**src/rtl/bgo_pkg.sv**
```systemverilog
package bgo_pkg;

    localparam int CLK_PERIOD_NS = 20;
    localparam int CNT_W         = 10;
    localparam int LS_NUM        = 3;

    // brake blank, brake drain-source filter and supply overvoltage release filter
    localparam int T_BLK_BRAKE1_NS  = 2000;
    localparam int T_BLK_BRAKE2_NS  = 4000;
    localparam int T_FVDS_BRAKE_NS  = 1000;
    localparam int T_OV_BR_FILT_NS  = 10000;

    // overcurrent filter times, one per code of the filter field
    localparam int T_FOC0_NS = 1000;
    localparam int T_FOC1_NS = 2000;
    localparam int T_FOC2_NS = 4000;
    localparam int T_FOC3_NS = 8000;

    // least times round up to whole cycles
    function automatic logic [CNT_W-1:0] ns2cyc(input int ns);
        return CNT_W'((ns + CLK_PERIOD_NS - 1) / CLK_PERIOD_NS);
    endfunction

    localparam logic [CNT_W-1:0] BLK1_CYC   = ns2cyc(T_BLK_BRAKE1_NS);
    localparam logic [CNT_W-1:0] BLK2_CYC   = ns2cyc(T_BLK_BRAKE2_NS);
    localparam logic [CNT_W-1:0] FVDS_CYC   = ns2cyc(T_FVDS_BRAKE_NS);
    localparam logic [CNT_W-1:0] OVFILT_CYC = ns2cyc(T_OV_BR_FILT_NS);
    localparam logic [CNT_W-1:0] FOC0_CYC   = ns2cyc(T_FOC0_NS);
    localparam logic [CNT_W-1:0] FOC1_CYC   = ns2cyc(T_FOC1_NS);
    localparam logic [CNT_W-1:0] FOC2_CYC   = ns2cyc(T_FOC2_NS);
    localparam logic [CNT_W-1:0] FOC3_CYC   = ns2cyc(T_FOC3_NS);

    // amplifier gain values per gain code
    localparam logic [5:0] GAIN_C0 = 6'h0a;
    localparam logic [5:0] GAIN_C1 = 6'h14;
    localparam logic [5:0] GAIN_C2 = 6'h28;
    localparam logic [5:0] GAIN_C3 = 6'h3c;

    // overcurrent offset from mid-supply, in twentieths of supply
    localparam logic [2:0] UNI_TH0 = 3'h0;
    localparam logic [2:0] UNI_TH1 = 3'h2;
    localparam logic [2:0] UNI_TH2 = 3'h4;
    localparam logic [2:0] UNI_TH3 = 3'h6;
    localparam logic [2:0] BI_TH0  = 3'h2;
    localparam logic [2:0] BI_TH1  = 3'h4;
    localparam logic [2:0] BI_TH2  = 3'h5;
    localparam logic [2:0] BI_TH3  = 3'h6;

    // pin synchroniser lane positions
    localparam int SY_PWM1   = 0;
    localparam int SY_MOV    = 1;
    localparam int SY_IOV    = 2;
    localparam int SY_MHYS   = 3;
    localparam int SY_IHYS   = 4;
    localparam int SY_OC     = 5;
    localparam int SY_VDS    = 6;
    localparam int SY_W      = SY_VDS + LS_NUM;

    typedef enum logic [3:0] {
        BGO_IDLE    = 4'h1,
        BGO_BLANK   = 4'h2,
        BGO_MONITOR = 4'h4,
        BGO_FAULT   = 4'h8
    } bgo_state_e;

endpackage

```
**src/rtl/bgo_filter.sv**
```systemverilog
`timescale 1ns/10ps
`default_nettype none

// output rises once the input has stayed high for thr_cyc consecutive cycles
module bgo_filter #(
    parameter int CW = 10
) (
    input  wire logic          sys_clk,
    input  wire logic          rst,
    input  wire logic          sig_in,
    input  wire logic [CW-1:0] thr_cyc,
    output logic               sig_q
);

    logic [CW-1:0] cnt_r;

    always_ff @(posedge sys_clk or posedge rst) begin
        if (rst) begin
            cnt_r <= '0;
        end else if (!sig_in) begin
            cnt_r <= '0;
        end else if (cnt_r < thr_cyc) begin
            cnt_r <= cnt_r + 1'b1;
        end
    end

    always_ff @(posedge sys_clk or posedge rst) begin
        if (rst) begin
            sig_q <= 1'b0;
        end else begin
            sig_q <= sig_in && (cnt_r + 1'b1 >= thr_cyc);
        end
    end

endmodule

`default_nettype wire

```
**src/rtl/bgo_guard.sv**
```systemverilog
`timescale 1ns/10ps
`default_nettype none

module bgo_guard
    import bgo_pkg::*;
#(
    parameter int LS_N = LS_NUM
) (
    input  wire logic            sys_clk,
    input  wire logic            rst,
    input  wire logic            hard_brake_mode,
    input  wire logic            pwm1_pin,
    input  wire logic            parking_brake_enable,
    input  wire logic            low_power_mode,
    input  wire logic            supply_overvoltage_brake_enable,
    input  wire logic            main_supply_ov_pin,
    input  wire logic            internal_supply_ov_pin,
    input  wire logic            main_supply_above_hys_pin,
    input  wire logic            internal_supply_above_hys_pin,
    input  wire logic            brake_vds_threshold_select,
    input  wire logic            brake_blank_select,
    input  wire logic [LS_N-1:0] hard_brake_lowside_disable,
    input  wire logic [LS_N-1:0] lowside_vds_over_pin,
    input  wire logic [LS_N-1:0] lowside_fault_clear,
    input  wire logic            main_ov_flag_clear,
    input  wire logic            internal_ov_flag_clear,
    input  wire logic            charge_pump_enable,
    input  wire logic            sense_direction_select,
    input  wire logic [1:0]      sense_gain_field,
    input  wire logic [1:0]      overcurrent_threshold_field,
    input  wire logic            overcurrent_shutdown_enable,
    input  wire logic [1:0]      overcurrent_filter_field,
    input  wire logic            overcurrent_comp_pin,
    input  wire logic            overcurrent_flag_clear,
    output logic [LS_N-1:0]      lowside_on_r,
    output logic                 charge_pump_on_r,
    output logic                 all_fets_off_r,
    output logic                 vds_monitor_on_r,
    output logic                 vds_threshold_sel_r,
    output logic [LS_N-1:0]      lowside_brake_vds_fault_r,
    output logic                 main_supply_ov_brake_flag_r,
    output logic                 internal_supply_ov_brake_flag_r,
    output logic                 amp_enable_r,
    output logic                 amp_bidir_r,
    output logic [5:0]           amp_gain_r,
    output logic [2:0]           oc_offset_twentieths_r,
    output logic                 overcurrent_flag_r
);

    localparam int SW = SY_VDS + LS_N;

    logic [SW-1:0]    sync1_r;
    logic [SW-1:0]    sync2_r;
    logic [SW-1:0]    pin_raw;
    bgo_state_e       st_r;
    bgo_state_e       st_nxt;
    logic [CNT_W-1:0] blank_cnt_r;
    logic             ov_brake_r;
    logic             ov_release_q;
    logic [LS_N-1:0]  vds_q;
    logic [LS_N-1:0]  fault_set;
    logic             fault_any;
    logic             fault_set_any;
    logic             slam_req;
    logic             park_req;
    logic             brake_req;
    logic             oc_kill;
    logic             oc_q;
    logic [CNT_W-1:0] oc_thr;
    logic [LS_N-1:0]  lowside_nxt;
    logic             cp_nxt;

    // pins cross into sys_clk through two flops before any use
    assign pin_raw = {lowside_vds_over_pin, overcurrent_comp_pin,
                      internal_supply_above_hys_pin, main_supply_above_hys_pin,
                      internal_supply_ov_pin, main_supply_ov_pin, pwm1_pin};

    always_ff @(posedge sys_clk or posedge rst) begin
        if (rst) begin
            sync1_r <= '0;
            sync2_r <= '0;
        end else begin
            sync1_r <= pin_raw;
            sync2_r <= sync1_r;
        end
    end

    // brake sources
    assign slam_req  = hard_brake_mode && sync2_r[SY_PWM1];
    assign park_req  = parking_brake_enable && low_power_mode;
    assign brake_req = slam_req || park_req || ov_brake_r;
    assign fault_any = |lowside_brake_vds_fault_r;
    assign fault_set_any = |fault_set;
    assign oc_kill   = overcurrent_flag_r && overcurrent_shutdown_enable;

    // supply overvoltage brake holds until both supplies fall back and stay down
    always_ff @(posedge sys_clk or posedge rst) begin
        if (rst) begin
            ov_brake_r <= 1'b0;
        end else if (supply_overvoltage_brake_enable
                     && (sync2_r[SY_MOV] || sync2_r[SY_IOV])) begin
            ov_brake_r <= 1'b1;
        end else if (!supply_overvoltage_brake_enable || ov_release_q) begin
            ov_brake_r <= 1'b0;
        end
    end

    bgo_filter #(
        .CW (CNT_W)
    ) u_ov_release (
        .sys_clk (sys_clk),
        .rst     (rst),
        .sig_in  (ov_brake_r && !sync2_r[SY_MHYS] && !sync2_r[SY_IHYS]),
        .thr_cyc (OVFILT_CYC),
        .sig_q   (ov_release_q)
    );

    always_ff @(posedge sys_clk or posedge rst) begin
        if (rst) begin
            main_supply_ov_brake_flag_r     <= 1'b0;
            internal_supply_ov_brake_flag_r <= 1'b0;
        end else begin
            // set wins over a clear in the same cycle
            if (supply_overvoltage_brake_enable && sync2_r[SY_MOV]) begin
                main_supply_ov_brake_flag_r <= 1'b1;
            end else if (main_ov_flag_clear) begin
                main_supply_ov_brake_flag_r <= 1'b0;
            end
            if (supply_overvoltage_brake_enable && sync2_r[SY_IOV]) begin
                internal_supply_ov_brake_flag_r <= 1'b1;
            end else if (internal_ov_flag_clear) begin
                internal_supply_ov_brake_flag_r <= 1'b0;
            end
        end
    end

    // brake sequence: blank, then monitor, then latched fault
    always_comb begin
        st_nxt = st_r;
        unique case (st_r)
            BGO_IDLE: begin
                if (brake_req && !fault_any) begin
                    st_nxt = BGO_BLANK;
                end
            end
            BGO_BLANK: begin
                if (!brake_req) begin
                    st_nxt = BGO_IDLE;
                end else if (blank_cnt_r <= 10'h001) begin
                    st_nxt = BGO_MONITOR;
                end
            end
            BGO_MONITOR: begin
                if (fault_set_any) begin
                    st_nxt = BGO_FAULT;
                end else if (!brake_req) begin
                    st_nxt = BGO_IDLE;
                end
            end
            BGO_FAULT: begin
                if (!fault_any) begin
                    st_nxt = BGO_IDLE;
                end
            end
            default: begin
                st_nxt = BGO_IDLE;
            end
        endcase
    end

    always_ff @(posedge sys_clk or posedge rst) begin
        if (rst) begin
            st_r <= BGO_IDLE;
        end else begin
            st_r <= st_nxt;
        end
    end

    always_ff @(posedge sys_clk or posedge rst) begin
        if (rst) begin
            blank_cnt_r <= '0;
        end else if (st_r == BGO_IDLE) begin
            blank_cnt_r <= brake_blank_select ? BLK2_CYC : BLK1_CYC;
        end else if (st_r == BGO_BLANK && blank_cnt_r != '0) begin
            blank_cnt_r <= blank_cnt_r - 1'b1;
        end
    end

    // vds comparators only count outside the blank interval
    genvar gi;
    generate
        for (gi = 0; gi < LS_N; gi++) begin : g_ls
            bgo_filter #(
                .CW (CNT_W)
            ) u_vds (
                .sys_clk (sys_clk),
                .rst     (rst),
                .sig_in  (sync2_r[SY_VDS+gi] && st_r == BGO_MONITOR && brake_req),
                .thr_cyc (FVDS_CYC),
                .sig_q   (vds_q[gi])
            );

            assign fault_set[gi] = vds_q[gi] && st_r == BGO_MONITOR;

            always_ff @(posedge sys_clk or posedge rst) begin
                if (rst) begin
                    lowside_brake_vds_fault_r[gi] <= 1'b0;
                end else if (fault_set[gi]) begin
                    lowside_brake_vds_fault_r[gi] <= 1'b1;
                end else if (lowside_fault_clear[gi]) begin
                    lowside_brake_vds_fault_r[gi] <= 1'b0;
                end
            end

            // a disabled low-side still obeys parking and overvoltage brakes
            assign lowside_nxt[gi] = ((slam_req && !hard_brake_lowside_disable[gi])
                                      || park_req || ov_brake_r)
                                     && !fault_any && !fault_set_any && !oc_kill;
        end
    endgenerate

    // charge pump stays off while braking on the low-sides or while a fault is held
    assign cp_nxt = charge_pump_enable && !brake_req && !fault_any
                    && !fault_set_any && !oc_kill;

    always_ff @(posedge sys_clk or posedge rst) begin
        if (rst) begin
            lowside_on_r     <= '0;
            charge_pump_on_r <= 1'b0;
            amp_enable_r     <= 1'b0;
            all_fets_off_r   <= 1'b0;
        end else begin
            lowside_on_r     <= lowside_nxt;
            charge_pump_on_r <= cp_nxt;
            amp_enable_r     <= cp_nxt;
            all_fets_off_r   <= oc_kill;
        end
    end

    always_ff @(posedge sys_clk or posedge rst) begin
        if (rst) begin
            vds_monitor_on_r    <= 1'b0;
            vds_threshold_sel_r <= 1'b0;
        end else begin
            vds_monitor_on_r    <= brake_req;
            vds_threshold_sel_r <= brake_vds_threshold_select;
        end
    end

    // amplifier configuration decode
    always_ff @(posedge sys_clk or posedge rst) begin
        if (rst) begin
            amp_bidir_r            <= 1'b0;
            amp_gain_r             <= GAIN_C0;
            oc_offset_twentieths_r <= UNI_TH0;
        end else begin
            amp_bidir_r <= sense_direction_select;
            unique case (sense_gain_field)
                2'h0: amp_gain_r <= GAIN_C0;
                2'h1: amp_gain_r <= GAIN_C1;
                2'h2: amp_gain_r <= GAIN_C2;
                2'h3: amp_gain_r <= GAIN_C3;
            endcase
            unique case ({sense_direction_select, overcurrent_threshold_field})
                3'h0: oc_offset_twentieths_r <= UNI_TH0;
                3'h1: oc_offset_twentieths_r <= UNI_TH1;
                3'h2: oc_offset_twentieths_r <= UNI_TH2;
                3'h3: oc_offset_twentieths_r <= UNI_TH3;
                3'h4: oc_offset_twentieths_r <= BI_TH0;
                3'h5: oc_offset_twentieths_r <= BI_TH1;
                3'h6: oc_offset_twentieths_r <= BI_TH2;
                3'h7: oc_offset_twentieths_r <= BI_TH3;
            endcase
        end
    end

    // overcurrent path; a dead amplifier cannot report
    always_comb begin
        unique case (overcurrent_filter_field)
            2'h0: oc_thr = FOC0_CYC;
            2'h1: oc_thr = FOC1_CYC;
            2'h2: oc_thr = FOC2_CYC;
            2'h3: oc_thr = FOC3_CYC;
        endcase
    end

    bgo_filter #(
        .CW (CNT_W)
    ) u_oc (
        .sys_clk (sys_clk),
        .rst     (rst),
        .sig_in  (sync2_r[SY_OC] && amp_enable_r),
        .thr_cyc (oc_thr),
        .sig_q   (oc_q)
    );

    always_ff @(posedge sys_clk or posedge rst) begin
        if (rst) begin
            overcurrent_flag_r <= 1'b0;
        end else if (oc_q) begin
            overcurrent_flag_r <= 1'b1;
        end else if (overcurrent_flag_clear) begin
            overcurrent_flag_r <= 1'b0;
        end
    end
endmodule

`default_nettype wire

```
**config.mk**
```make
export PLATFORM = sky130hd
export DESIGN_NAME = bgo_guard
export DESIGN_NICKNAME = d
export VERILOG_FILES = /design/src/rtl/bgo_pkg.sv /design/src/rtl/bgo_filter.sv /design/src/rtl/bgo_guard.sv
export SDC_FILE = /design/constraint.sdc
export NUM_CORES = 1
export LEC_CHECK = 0
export BUFFER_PORTS_ARGS = -buffer_cell sky130_fd_sc_hd__buf_2
export CAP_MARGIN = 20
export CORE_MARGIN = 2
export CORE_UTILIZATION = 55
export CTS_CLUSTER_DIAMETER = 50
export DETAILED_ROUTE_END_ITERATION = 6
export PLACE_DENSITY_LB_ADDON = 0.1
export SLEW_MARGIN = 20
export SYNTH_ARGS = -nofsm -noshare
export SYNTH_HDL_FRONTEND = slang
export SYNTH_HIERARCHICAL = 1
export SYNTH_SLANG_ARGS = --single-unit
export TNS_END_PERCENT = 30
```
**constraint.sdc**
```tcl
create_clock -name sys_clk -period 2.1 [get_ports sys_clk]
set_clock_uncertainty 0.1 [all_clocks]
set_input_delay 0.42 -clock sys_clk [delete_from_list [all_inputs] [get_ports sys_clk]]
set_output_delay 0.42 -clock sys_clk [all_outputs]
set_load 0.02 [all_outputs]
```
# [After elaboration in Yosys (flattened, before gate mapping)]
# Memory sizes are Yosys's and may differ from the RTL's. A register that Yosys moved wholly into a read port is not among the register bits.
# Cells that the tools add are included.
[op_classes] eq_ne=19 addsub=6 reduce_logical=75 magnitude_cmp=11 n_mux=36
[op_table] operator="$mux 10" n=12
[op_table] operator="$add 10x1->10 const B" n=5
[op_table] operator="$logic_and 1x1->1" n=41
[op_table] operator="$pmux 10 s4" n=1
[op_table] operator="$ge 10x6->1 const B" n=3
[op_table] operator="$lt 10x6->1 const B" n=3
[op_table] operator="$mux 4" n=6
[op_table] operator="$pmux 6 s4" n=1
[op_table] operator="$pmux 4 s4" n=1
[op_table] operator="$reduce_bool 2->1" n=8
[op_table] operator="$mux 1" n=14
[op_table] operator="$ne 2x2->1 const B" n=7
[op_table] operator="$ge 10x10->1" n=1
[op_table] operator="$ge 10x9->1 const B" n=1
[op_table] operator="$le 10x1->1 const B" n=1
[op_table] operator="$logic_not 1->1" n=10
[op_table] operator="$logic_or 1x1->1" n=10
[op_table] operator="$lt 10x10->1" n=1
[op_table] operator="$lt 10x9->1 const B" n=1
[op_table] operator="$reduce_bool 10->1" n=1
[op_table] operator="$sub 10x1->10 const B" n=1
[op_table] operator="$eq 2x2->1 const B" n=4
[op_table] operator="$mux 8" n=1
[op_table] operator="$ne 3x3->1 const B" n=2
[op_table] operator="8 further kinds" n=11
[word_totals] regBits=108 elab_cells=176 romBits=24 mem_count=1
[mem_list] name="(no name shown)" depth=8 word_bits=3 read_ports=1 rd_ports_with_merged_regs=1 wr=0 line="bgo_guard.sv:264" rtl="unique case ({sense_direction_select, overcurrent_threshold_field})"

# [Logic depth before layout (Yosys ltp)]
[logic_depth] depth_word=8 ltp_mapped=10 mapped_depth_nobuf=10

# [By module]
# The synthesis kept the hierarchy.
[by_module_without_submodules] mod="bgo_filter (g_ls[0].u_vds ...)" n_inst=4 cells_each=133 area_per_inst_um2=1144.8
[by_module_without_submodules] mod="bgo_guard" n_inst=1 cells_each=193 area_per_inst_um2=2243.4
[by_module_without_submodules] mod="bgo_filter (u_oc)" n_inst=1 cells_each=133 area_per_inst_um2=1139.8

# [Worst setup path before layout]
# No wires, ideal clock.
[synth_path] kind="input port to flip-flop" startpoint="input port overcurrent_filter_field[0]" endpoint="register u_oc.cnt_r[9]" required_ps=1872 path_buffers=0 setup_slack_ps=-651 setup_ps=128 arrival_time_ps=2523 stages=10 cell_sequence="inv_1 > ha_1 > or2_2 > inv_1 > ha_1 > a211oi_1 > nor2_1 > nor4bb_1 > o21ai_0 > mux2i_1"
[synth_via] elab_chain_cells=4 elab_cells_between_ends=7 classes_between="1 x order compare; 4 x eq/ne; 1 x mux; 1 x reduce/logical"
[synth_lines] element="start, declared" line="bgo_guard.sv:32" rtl="input wire logic [1:0] overcurrent_filter_field,"
[synth_lines] element="$eq 2x2->1, or another cell as far along" line="bgo_guard.sv:279" rtl="unique case (overcurrent_filter_field)"
[synth_lines] element="$pmux 10 s4 *" line="bgo_guard.sv:279"
[synth_lines] element="net oc_thr[3]" line="bgo_guard.sv:69" rtl="logic [CNT_W-1:0] oc_thr;"
[synth_lines] element="$lt 10x10->1 *" line="bgo_filter.sv:22" rtl="end else if (cnt_r < thr_cyc) begin"
[synth_lines] element="$ne 2x2->1 (no line) *"
[synth_lines] element="end signal, assigned" line="bgo_filter.sv:23" rtl="cnt_r <= cnt_r + 1'b1;"
[synth_lines] element="end, declared" line="bgo_filter.sv:15" rtl="logic [CW-1:0] cnt_r;"
# The timed path passes the listed nets; every way through them passes the cells marked *. The select of a mux whose other input is x is not followed.
# A chain may end at the register's enable or synchronous reset.

# [Worst setup path in the final report]
[layout_path] startpoint="input port overcurrent_filter_field[0]" endpoint="register u_oc.cnt_r[6]"
# The elaborated chain is that of the path after synthesis.

==> run metrics <==
remaining global-route overflow=0; top cell type's share of synthesized area=0.3331; r2r setup slk=-0.11 ns; WHS Endpoint=vds_threshold_sel_r; Critical Path Source Type=input pin; ys flop type=dfrtp_1; DRT Pass-1 Iters=5; final core occ=0.7547; critical path fanouts, max=4; Power Dens Cells=roughly 480 mW/mm^2; status=finished with violations; setup TNS=-1.643 ns; sequential fraction of the synthesis area=0.3430; Final #Nets=1228; Finished Cell Area=between 0.01 and 0.015 mm^2; failing checks=negative setup slack; die area=approximately 0.015 mm^2; gr usage total=0.2360; first-pass GRT wire length=between 30000 and 40000 um; initial antenna violation count=0; area growth from synthesis to layout=32.57%; detailed-route via count=between 6000 and 7000; antenna cells=0; # DRC=0; root buffer cell=clkbuf_16; #FFs+latches synth=109; H-tree Lvls=3; Sink Count=109; HP Class=input pin to register; Synth area leaders=dfrtp_1 (33%), ha_1 (18%), mux2i_1 (4.3%); Post-synth EDFFs=0; Finished Layout Cells=1264; final hold violation count=0; # placed instances=about 1200; cts bufs inserted=9; drt total wl=18840 um; Mapped Cells=between 800 and 900; CTS tree=yes; WHS Path Cells=1; vias in the first global route=6541; Die H=124.3 um; r2r endpoint=g_ls[0].u_vds/sig_q; RSZ-0062 raised after global routing=true; Worst-path clk slew=0.08 ns; Worst Path Required=between 2 and 2.5 ns; Core Box Area=roughly 0.014 mm^2; Syn Std Cell Area=around 0.008 mm^2; min Tclk post-route=roughly 2.3 ns; share of cells above drive strength 1=0.3109; clk_lat worst skew=~0.37 ns; Slew Limit Fails=0; worst slew pin tran=0.6677 ns; I/O Pins=a little under 60; Initial DRC Count=347; R2R depth=9; dpl hpwl=around 13000 um; average cell area after synthesis=between 9 and 10 um^2; DP Worst Slack=-0.7261 ns; Die X=124.3 um; LEAKAGE=between 5 and 6 nW; Fmax=0.4436 GHz; final cycle utilization of the critical path=1.074; Worst VDD drop=0.4157 mV; relative max-transition margin=0.5539; final setup fails=25; PortBufs=57; FP Rows=43; Initial Utilization=0.5692; critical path endpoint category=register; Yosys warning total=6; Post-DP Area=roughly 0.0094 mm^2; via/cell ratio=~5.4; Avg WL per Cell=approximately 15 um; post-synth top area cell=dfrtp_1; final worst slack=-0.1544 ns; critical path class=input pin to register; worst flop-to-flop path startpoint=g_ls[0].u_vds/cnt_r[0]; CP arrival=between 2 and 2.5 ns; largest net degree at the start of global routing=46; clk buf depth=2; Antenna Nets Post-Route=0; Yosys cell types=54; Post-synth ARST share=1.000; GP Congestion=between 0.8 and 0.9; max-cap violations=0; min-delay src=brake_vds_threshold_select
-- through the flow --
stage	hold slack (ns)	power, mW
after floorplan	0.1724	2.966
after global placement	0.2322	3.270
after detailed placement	0.2347	3.297
after CTS	0.04775	5.044
after global routing	0.04779	5.307
final	0.05545	5.067
-- report_power, final --
| group | internal, mW | switching, mW | leakage (nW) |
|---|---|---|---|
| clock | 0.847 | 0.892 | 0.145 |
| combinational | 0.429 | 0.567 | 3.75 |
| sequential | 2.23 | 0.104 | 1.41 |
| total | 3.50 | 1.56 | 5.30 |
-- kinds of logic (layout without fill, tap and decap cells) --
family / after synthesis / after routing / synth area share
DFF: 109 / 109 / 0.3430
AOI/OAI and AO/OA: 169 / 169 / 0.1329
muxes: 34 / 34 / 0.04274
and+or+nand+nor: 279 / 279 / 0.2027
xor gates and xnor gates: 40 / 40 / 0.04400
adders and majority gates: 114 / 114 / 0.1791
other: 2 / 48 / 0.0009432
buffers and inverters: 111 / 291 / 0.05452
-- cell usage after synthesis (all sizes together) (3+ instances only) --
master / number
a211o: 5
a211oi: 6
a21o: 11
a21oi: 32
a31oi: 12
and2: 5
and3: 13
and4: 5
buf: 7
clkbuf: 14
dfrtp: 106
dfstp: 3
ha: 114
inv: 90
mux2i: 34
nand2: 66
nand2b: 28
nand3: 19
nand4: 15
nor2: 31
nor2b: 11
nor3: 24
nor3b: 7
nor4: 7
nor4bb: 5
o211a: 5
o211ai: 5
o21a: 19
o21ai: 59
o311ai: 3
o31ai: 4
or2: 12
or3: 24
xnor2: 17
xor2: 23
-- how the worst max path moves through the flow --
stage,startpoint,end,slack [ns],cells past startpoint
final,overcurrent_filter_field[0],u_oc/cnt_r[6],-0.15,12
after global routing,g_ls[0].u_vds/cnt_r[0],g_ls[0].u_vds/sig_q,-0.23,9
after CTS,overcurrent_filter_field[0],u_oc/cnt_r[8],-0.09,12
after detailed placement,overcurrent_filter_field[0],u_oc/cnt_r[5],-0.73,11
after global placement,overcurrent_filter_field[0],u_oc/cnt_r[4],-0.65,11
after floorplan,overcurrent_filter_field[0],u_oc/cnt_r[7],-0.44,10
-- layout by cell type, fill, tap and decap left out, drive strengths merged, types with 3 or more instances in the layout --
cell and instances:
clkinv 4, nand2 66, nor4 7, or2 12, xnor2 17, nor3b 7, ha 114, and2 5
clkbuf 9, o311ai 3, or3 24, nor4bb 5, nand3 19, a31oi 12, dfstp 3, dfrtp 106
buf 184, a211oi 6, o31ai 4, nor2b 11, o211ai 5, and3 13, o21ai 59, o211a 5
conb 48, nand4 15, o21a 19, a211o 5, a21oi 32, mux2i 34, and4 5, xor2 23
nand2b 28, inv 92, a21o 11, nor3 24, nor2 31
-- registers in the layout, indices dropped and copies added (netlist names), 4 cells and up --
signal / flops
sync1_r: 9
blank_cnt_r: 10
amp_gain_r: 4
sync2_r: 9
st_r: 4
u_oc/cnt_r: 10
g_ls.u_vds/cnt_r: 30
u_ov_release/cnt_r: 10
-- what timing repair did --
action	CTS	global route
hold buffers	1	0
gates cloned	0	2
gates resized for setup	66	95
setup endpoints to repair	41	56
setup buffers	10	16
pin swaps	46	40
hold endpoints to repair	9	0
-- critical path, cell delays in order --
cell and delay [ns]:
buf_12 0.10, inv_12 0.03, ha_4 0.14, or2_4 0.25
inv_4 0.06, ha_4 0.20, a211oi_4 0.26, nor2_2 0.07
buf_6 0.14, or3_1 0.33, or3_1 0.31, a21oi_1 0.13
-- routing by layer --
metal | wire length (um) | track usage
met3 | 473 | 0.02749
met4 | 379 | 0.07403
met2 | 9493 | 0.4002
met1 | 8490 | 0.3172
met5 | 0 | 0
-- cell type report --
type,instances,area (um^2)
repair buffers,185,1329
well taps,180,225.2
clock buffers,9,225.2
clock inverters,7,80.08
flip-flops and latches,109,2739
multi-input cells,684,5605
inverters,90,352.8
fillers,1034,3432
Power figures use the tool's default switching activity.
